<file path="src/csp_pkg.sv">
// Purpose: shared constants and types for the configuration space port
// Assumes: 36-bit physical address carried in the low bits of the address phase
// Notes:   positions and codes of the design files live here; the checker and testbench repeat them as literals
package csp_pkg;
   localparam int          AD_W          = 64;
   localparam int          ID_W          = 4;
   localparam int          SPACE_COUNT   = 16;
   // address phase layout
   localparam int          ADDR_MSB      = 35;
   localparam int          TOP_MSB       = 35;
   localparam int          TOP_LSB       = 28;
   localparam int          SPACE_MSB     = 27;
   localparam int          SPACE_LSB     = 24;
   localparam int          OFFS_MSB      = 23;
   localparam int          OFFS_LSB      = 2;
   localparam int          WRITE_BIT     = 36;
   localparam logic [7:0]  CFG_TOP_BYTE  = 8'hFF;
   // word offset of the identification word inside a space (byte 0xFFFFFC)
   localparam logic [21:0] IDW_WORD_OFFS = 22'h3FFFFF;
   // identification word field positions
   localparam int          IMPL_MSB      = 31;
   localparam int          IMPL_LSB      = 16;
   localparam int          DEV_MSB       = 15;
   localparam int          DEV_LSB       = 8;
   localparam int          REV_MSB       = 7;
   localparam int          REV_LSB       = 4;
   localparam int          VEND_MSB      = 3;
   localparam int          VEND_LSB      = 0;
   localparam logic [63:0] AD_RESET      = 64'h0000_0000_0000_0000;

   typedef enum logic [2:0] {
      DRV_IDLE = 3'h1,
      DRV_LOW  = 3'h2,
      DRV_HIGH = 3'h4
   } csp_drv_state_t;

   typedef enum logic [1:0] {
      DEC_IDLE = 2'h1,
      DEC_EVAL = 2'h2
   } csp_dec_state_t;
endpackage

</file>
<file path="src/csp_drv_if.sv">
// Purpose: carries an answer request from the decoder to the pin sequencer
// Assumes: single clock, start is a one-cycle pulse
// Notes:   busy stays high until the pins are released again
interface csp_drv_if;
   logic        start;
   logic        is_read;
   logic [63:0] rdata;
   logic        busy;
   modport dec (output start, output is_read, output rdata, input busy);
   modport drv (input start, input is_read, input rdata, output busy);
endinterface

</file>
<file path="src/csp_cfg_port.sv">
// Purpose: configuration space decoder and identification word of a bus slave
// Assumes: one common rising-edge clock for bus and module; identifier pins hard-wired
// Notes:   only single transfers are answered; other locations of our space read zero
module csp_cfg_port #(
   parameter bit          HAS_SLAVE   = 1'b1,
   parameter logic [15:0] IMPL_FIELD  = 16'h0000, // arbitrary value
   parameter logic [7:0]  DEVICE_NUM  = 8'h01,    // arbitrary value
   parameter logic [3:0]  REVISION    = 4'h0,     // arbitrary value
   parameter logic [3:0]  VENDOR_NUM  = 4'h0      // arbitrary value
) (
   input  wire logic        CLK,
   input  wire logic        NRST,
   input  wire logic [3:0]  MODULE_IDENTIFIER_INPUTS,
   input  wire logic        ADDR_STROBE_N,
   input  wire logic [63:0] AD_IN,
   output      logic [63:0] AD_OUT,
   output      logic        AD_OE,
   output      logic        READY_OUT_N,
   output      logic        READY_OE,
   output      logic [3:0]  MODULE_ID
);
   typedef struct packed {
      csp_pkg::csp_dec_state_t st;
      logic [3:0]              id_meta;
      logic [3:0]              id;
      logic [35:0]             addr;
      logic                    wr;
   } csp_dec_regs_t;

   csp_dec_regs_t s_ff;
   csp_dec_regs_t nxt_s;
   csp_drv_if     drv_bus ();

   // identification word, constant by construction so writes cannot alter it
   function automatic logic [31:0] id_word();
      logic [31:0] w;
      w = 32'h0000_0000;
      w[csp_pkg::IMPL_MSB:csp_pkg::IMPL_LSB] = IMPL_FIELD;
      w[csp_pkg::DEV_MSB:csp_pkg::DEV_LSB]   = DEVICE_NUM;
      w[csp_pkg::REV_MSB:csp_pkg::REV_LSB]   = REVISION;
      w[csp_pkg::VEND_MSB:csp_pkg::VEND_LSB] = VENDOR_NUM;
      return w;
   endfunction

   function automatic logic space_hit(input logic [35:0] a, input logic [3:0] id);
      space_hit = (a[csp_pkg::TOP_MSB:csp_pkg::TOP_LSB] == csp_pkg::CFG_TOP_BYTE)
                  && (a[csp_pkg::SPACE_MSB:csp_pkg::SPACE_LSB] == id);
   endfunction

   function automatic logic is_id_word(input logic [35:0] a);
      is_id_word = (a[csp_pkg::OFFS_MSB:csp_pkg::OFFS_LSB] == csp_pkg::IDW_WORD_OFFS);
   endfunction

   logic        hit;
   logic [63:0] rdata;

   always_comb begin
      hit = HAS_SLAVE && space_hit(s_ff.addr, s_ff.id);
      rdata = csp_pkg::AD_RESET;
      if (is_id_word(s_ff.addr)) begin
         rdata[31:0] = id_word();
      end
   end

   always_comb begin
      nxt_s         = s_ff;
      nxt_s.id_meta = MODULE_IDENTIFIER_INPUTS;
      nxt_s.id      = s_ff.id_meta;
      drv_bus.start   = 1'b0;
      drv_bus.is_read = ~s_ff.wr;
      drv_bus.rdata   = rdata;
      case (s_ff.st)
         csp_pkg::DEC_IDLE: begin
            // strobes while an answer is still on the pins are not ours to take
            if (!ADDR_STROBE_N && !drv_bus.busy) begin
               nxt_s.st   = csp_pkg::DEC_EVAL;
               nxt_s.addr = AD_IN[csp_pkg::ADDR_MSB:0];
               nxt_s.wr   = AD_IN[csp_pkg::WRITE_BIT];
            end
         end
         csp_pkg::DEC_EVAL: begin
            // a miss stays silent so the master's watchdog reports an empty slot
            drv_bus.start = hit;
            nxt_s.st      = csp_pkg::DEC_IDLE;
         end
         default: begin
            nxt_s.st = csp_pkg::DEC_IDLE;
         end
      endcase
   end

   always_ff @(posedge CLK or negedge NRST) begin
      if (!NRST) begin
         s_ff.st      <= csp_pkg::DEC_IDLE;
         s_ff.id_meta <= 4'h0;
         s_ff.id      <= 4'h0;
         s_ff.addr    <= 36'h0_0000_0000;
         s_ff.wr      <= 1'b0;
      end else begin
         s_ff <= nxt_s;
      end
   end

   csp_drv u_drv (
      .clk       (CLK),
      .nrst      (NRST),
      .bus       (drv_bus.drv),
      .ad_out    (AD_OUT),
      .ad_oe     (AD_OE),
      .rdy_out_n (READY_OUT_N),
      .rdy_oe    (READY_OE)
   );

   assign MODULE_ID = s_ff.id;
endmodule

</file>
<file path="src/csp_drv.sv">
// Purpose: sequences the ready strobe and address/data pins for one answer
// Assumes: the master keeps its own drivers off while we answer
// Notes:   every pin output comes straight from a flip-flop
module csp_drv (
   input  wire logic       clk,
   input  wire logic       nrst,
   csp_drv_if.drv          bus,
   output      logic [63:0] ad_out,
   output      logic        ad_oe,
   output      logic        rdy_out_n,
   output      logic        rdy_oe
);
   typedef struct packed {
      csp_pkg::csp_drv_state_t st;
      logic [63:0]             ad;
      logic                    ad_oe;
      logic                    rdy_n;
      logic                    rdy_oe;
   } csp_drv_regs_t;

   csp_drv_regs_t s_ff;
   csp_drv_regs_t nxt_s;

   always_comb begin
      nxt_s = s_ff;
      case (s_ff.st)
         csp_pkg::DRV_IDLE: begin
            nxt_s.rdy_oe = 1'b0;
            nxt_s.ad_oe  = 1'b0;
            if (bus.start) begin
               // enable and value in the same cycle, never an undriven low
               nxt_s.st     = csp_pkg::DRV_LOW;
               nxt_s.rdy_n  = 1'b0;
               nxt_s.rdy_oe = 1'b1;
               nxt_s.ad     = bus.rdata;
               nxt_s.ad_oe  = bus.is_read;
            end
         end
         csp_pkg::DRV_LOW: begin
            // ready goes high while still driven; data lines let go from a known level
            nxt_s.st     = csp_pkg::DRV_HIGH;
            nxt_s.rdy_n  = 1'b1;
            nxt_s.ad_oe  = 1'b0;
         end
         csp_pkg::DRV_HIGH: begin
            // the bus-busy line belongs to the master; this port never drives it
            nxt_s.st     = csp_pkg::DRV_IDLE;
            nxt_s.rdy_oe = 1'b0;
         end
         default: begin
            nxt_s.st     = csp_pkg::DRV_IDLE;
            nxt_s.rdy_oe = 1'b0;
            nxt_s.ad_oe  = 1'b0;
         end
      endcase
   end

   always_ff @(posedge clk or negedge nrst) begin
      if (!nrst) begin
         s_ff.st     <= csp_pkg::DRV_IDLE;
         s_ff.ad     <= csp_pkg::AD_RESET;
         s_ff.ad_oe  <= 1'b0;
         s_ff.rdy_n  <= 1'b1;
         s_ff.rdy_oe <= 1'b0;
      end else begin
         s_ff <= nxt_s;
      end
   end

   assign bus.busy  = (s_ff.st != csp_pkg::DRV_IDLE);
   assign ad_out    = s_ff.ad;
   assign ad_oe     = s_ff.ad_oe;
   assign rdy_out_n = s_ff.rdy_n;
   assign rdy_oe    = s_ff.rdy_oe;
endmodule

</file>
<file path="config.mk">
export PLATFORM = sky130hd
export DESIGN_NAME = csp_cfg_port
export DESIGN_NICKNAME = d
export VERILOG_FILES = /design/src/csp_pkg.sv /design/src/csp_drv_if.sv /design/src/csp_cfg_port.sv /design/src/csp_drv.sv
export SDC_FILE = /design/constraint.sdc
export NUM_CORES = 1
export LEC_CHECK = 0
export ABC_CLOCK_PERIOD_IN_PS = 2550
export BUFFER_PORTS_ARGS = -buffer_cell sky130_fd_sc_hd__buf_2
export CORE_MARGIN = 2
export CORE_UTILIZATION = 25
export CTS_CLUSTER_SIZE = 10
export DETAILED_ROUTE_END_ITERATION = 16
export HOLD_SLACK_MARGIN = 0.02
export PLACE_DENSITY = 0.55
export RECOVER_POWER = 25
export REMOVE_ABC_BUFFERS = 1
export SYNTH_ARGS = -nofsm -noshare
export SYNTH_HDL_FRONTEND = slang
export SYNTH_HIERARCHICAL = 1
export SYNTH_SLANG_ARGS = --single-unit
</file>
<file path="constraint.sdc">
create_clock -name CLK -period 2.55 [get_ports CLK]
set_input_delay 0.51 -clock CLK [delete_from_list [all_inputs] [get_ports CLK]]
set_output_delay 0.51 -clock CLK [all_outputs]
set_load 0.02 [all_outputs]
</file>
Word level (Yosys, flattened, before mapping)
Index checks and enable logic that the tools add are counted.
- reductions and logical operators: 8
- multiplexer cells: 9
- bitwise gates (word level): 1
- eq/ne operators: 11
- operators by type and width (cell ; count):
    70-bit two-way mux ; 1
    22-bit equality test (second input constant) ; 1
    9-bit two-way mux ; 1
    8-bit equality test (second input constant) ; 1
    1-bit case mux with 2 select lines ; 3
    3-bit case mux with 2 select lines ; 1
    2-bit AND reduction ; 3
    4-bit equality test ; 1
    2-bit two-way mux ; 2
    2-bit != test (second input constant) ; 2
    3-bit by 1-bit equality test with 1-bit output (second input constant) ; 1
    3-bit by 2-bit equality test with 1-bit output (second input constant) ; 1
    3-bit equality test (second input constant) ; 1
    3-bit by 1-bit != test with 1-bit output (second input constant) ; 1
    2-bit by 1-bit equality test with 1-bit output (second input constant) ; 1
    2-bit equality test (second input constant) ; 1
    1-bit logical AND ; 2
    1-bit logical NOT ; 2
    2-bit nonzero test ; 1
    1-bit two-way mux ; 1
    1-bit NOT ; 1
- output and inout bits: 71
- flip-flop bits (word level): 85

Longest topological paths before layout
- depth in word-level cells: 5
- mapped depth: 7

By module
The synthesis kept the hierarchy.
- by module, submodules not included (module ; times used ; sequential area each (um2) ; cells each ; area an instance (um2)):
    csp_drv ; 1 ; 1754.2 ; 220 ; 3316.9
    csp_cfg_port ; 1 ; 1127.3 ; 110 ; 1740.4

Worst setup path before layout
No wires, ideal clock.
- path kind: flip-flop to flip-flop
- start: register u_drv/s_ff[67] (netlist name)
- end: register s_ff[11] (netlist name)
- buffers on the path: 2
- data arrival time: 1.929 ns
- slack: 0.493 ns
- cell stages (with the launch flop): 6
- data required time: 2.423 ns
- clock period less this slack: 2.057 ns
- path through: dfstp_2 > or3b_2 > nor4b_4 > buf_6 > buf_6 > mux2_1
- word-level cells in the longest chain between the ends: 4
- RTL lines (item ; RTL line ; source):
    from (decl) ; csp_drv.sv:21 ; csp_drv_regs_t s_ff;
    from (signal assigned) ; csp_drv.sv:66 ; s_ff <= nxt_s;
    3-bit by 1-bit != test with 1-bit output ; csp_drv.sv:70 ; assign bus.busy = (s_ff.st != csp_pkg::DRV_IDLE);
    net drv_bus.busy ; csp_drv_if.sv:8 ; logic busy;
    1-bit logical NOT ; csp_cfg_port.sv:75 ; if (!ADDR_STROBE_N && !drv_bus.busy) begin
    1-bit logical AND ; csp_cfg_port.sv:75 ;
    2-bit AND reduction (no line) ; -- ;
    to (signal assigned) ; csp_cfg_port.sv:100 ; s_ff <= nxt_s;
    to (decl) ; csp_cfg_port.sv:30 ; csp_dec_regs_t s_ff;
The timed path passes the listed nets, and every way through them passes these cells.
A chain may end at the register's enable or synchronous reset.

==> reports/metrics.cfg <==
[global_route]
grt_max_degree = 60
grt_pass1_vias = 2998
track_usage = 0.0932
antenna_found_initial = 0
grt_pass1_wl_um = 15500
gr-total-overflow = 0

[clock_network]
tritoncts = yes
cts_num_sinks = 115
clockBufferDepth = 2
root_buffer = clkbuf_16
clkSlewWorstSetupHoldPaths_ns = 0.05
clk_latency_ns = 0.40
numCtsBuffers = 17
cts_resized = 0
htreeDepth = 4

[critical_path]
arrival_ns = 2.58
crit_path_start_kind = register
r2r_slack_ns = 0.25
reg2regPathDepth = 7
worstPathMaxFanout = 37
end_kind = register
crit_type = register to register
required_ns = 2.83

[synthesis]
netlist_instances = 330
yosys_warnings = 6
syn_area_mm2 = 0.00506
synth-seq-cells = 115
yosysUniqueCellTypes = 32
synth-seq-area-share = 0.570
synth.avg_cell_area_um2 = 15.3

[timing]
rsz0062_at_grt = false
hold_viol = 0
finalSetupTns_ns = 0
clock_skew_ns = 0.00606
max_slew_margin = 0.456
fmaxAchievable_mhz = 435
tightest_slew_ns = 0.815
setup_violations = 0
min_period_ns = 2.30
fin_crit_sh = 0.902
report.final.slew_viol_count = 0
fin_hold_ws_ns = 0.211

[place]
portBuffers = 112
hpwl_um = 6310
place_area_mm2 = 0.00564
gp_congestion = 0.719

[drt]
route.met3.wl_um = 644
ant_nets = 0
drt-met1-wl_um = 3930
top_layer = met4
drc = 0
num_vias = 2706
wl_met2_um = 4430
finalWirelength_um = 9100
drt_iter0_drc = 64
dr.pass1.iters = 4
vias_per_cell = 3.68
routedWlPerCell_um = 12.4

[power]
ir_drop_v = 0.000380
power_density_mw_per_mm2 = 769
p_leak_uw = 0.00319

[die]
design.core.area_mm2 = 0.0200
ios = 142
rows = 52
die_w_um = 146
start_util = 0.252
fp.dieH_um = 146
dieArea_mm2 = 0.0214

[flow_run]
maxCapViolations = 0

[worst_hold_path]
hold_depth = 1
hold_class = input port to register

[cells_and_area]
nNetsFinal = 523
syn_to_final_growth_pct = 23.7
fin_area_mm2 = 0.00626
diodes = 0
postLayoutCoreUtil = 0.312
drive_above_1_share = 0.508

[outcome]
status = finished clean

==> cells in the mapped netlist (all sizes together) <==
cell,n,area [µm²]
a21o,1,7.51
or2b,2,15.0
a211oi,1,7.51
nor4,1,6.26
dfstp,3,78.8
and4b,1,10.0
nand2,2,7.51
or3b,1,8.76
nand3,2,10.0
nor3,1,5.00
dfrtp,112,2800
nor2b,1,6.26
and4bb,1,16.3
inv,3,11.3
o21ai,1,5.00
mux2,98,1250
nor2,1,3.75
xnor2,3,26.3
conb,1,3.75
buf,79,653
or4,1,7.51
xor2,1,8.76
nor4b,1,23.8
nand3b,3,22.5
a21oi,2,10.0
nand4b,1,8.76
nand4,6,37.5
==> routing by layer <==
metal / up-vias / global-route usage
met4: 0 / 0.0350
li1: 1249 / -
met1: 1371 / 0.109
met5: - / 0
met2: 81 / 0.151
met3: 5 / 0.0428
==> what timing repair did <==
item	4_1_cts	5_1_grt
setup endpoints to repair	0	0
hold buffers	1	0
buffers inserted	0	0
hold endpoints to repair	25	0
==> where the power goes <==
group / total, µW / switching (µW) / internal [µW]
clock: 2480 / 803 / 1680
sequential: 2040 / 71.6 / 1970
combinational: 289 / 136 / 153
total: 4810 / 1010 / 3800
==> placed cells by master (no fill, tap or decap), types with 2 or more instances in the layout <==
cell type   count
clkinvlp_4      2
nand3_1         2
nand2_1         2
or2b_1          2
mux2_4         40
clkbuf_16      17
buf_4           4
dfrtp_1       112
nand3b_1        3
clkinv_2        4
dfstp_2         3
mux2_1         16
clkbuf_1        3
bufinv_16       4
mux2_2         42
clkbuf_8        2
inv_1           3
buf_12          3
a21oi_1         2
nand4_1         6
buf_2         111
conb_1         63
xnor2_1         3
==> worst paths after layout <==
check | from | to
setup / recovery | s_ff[45]$_DFFE_PN1P_ | u_drv/ad_out[44]$_DFFE_PN0P_
hold / removal | MODULE_IDENTIFIER_INPUTS[0] | nxt_s[37]$_DFF_PN0_
setup reg to reg | s_ff[45]$_DFFE_PN1P_ | u_drv/ad_out[44]$_DFFE_PN0P_
hold reg to reg | nxt_s[39]$_DFF_PN0_ | MODULE_ID[2]$_DFF_PN0_
max in group asynchronous | NRST | u_drv/ad_out[60]$_DFFE_PN0P_
min in group asynchronous | NRST | s_ff[18]$_DFFE_PN0P_
==> sequential cells by signal, indices dropped and copies added, names as in the netlist <==
signal and flops:
u_drv/rdy_oe 1, nxt_s 4, MODULE_ID 4, u_drv/ad_oe 1
u_drv/s_ff 3, u_drv/rdy_out_n 1, u_drv/ad_out 64, s_ff 37
==> logic make-up after synthesis <==
group / after synthesis / share of synthesized area
AND/OR/NAND/NOR: 25 / 0.0374
flip-flops: 115 / 0.570
AO/OA/AOI/OAI: 5 / 0.00594
other: 1 / 0.000741
XOR/XNOR: 4 / 0.00693
buffers and inverters: 82 / 0.131
multiplexers: 98 / 0.248
==> stage by stage <==
step           std cells  power [µW]  setup WS (ns)
6_report             735        4810          0.250
5_1_grt              735        5060          0.106
4_1_cts              735        4920          0.217
3_5_place_dp         702        2370          0.249
3_3_place_gp         702        2350          0.267
2_1_floorplan        313        2230         -0.347
==> area by class of cell <==
cell class / instances / area, µm²
Inverter: 3 / 11.3
Clock inverter: 10 / 155
Multi-Input combinational cell: 195 / 1740
Timing Repair Buffer: 120 / 663
Clock buffer: 22 / 464
Tap cell: 270 / 338
Fill cell: 2094 / 13800
Sequential cell: 115 / 2880
==> critical path: stages, from the launching register on <==
cell	delay, ns
dfstp_2	0.36
and4b_1	0.23
nand3_1	0.08
nor4_1	0.38
buf_4	0.19
and4bb_4	0.29
buf_12	0.24
mux2_2	0.37
No activity file was read; power rests on OpenSTA's default activity.
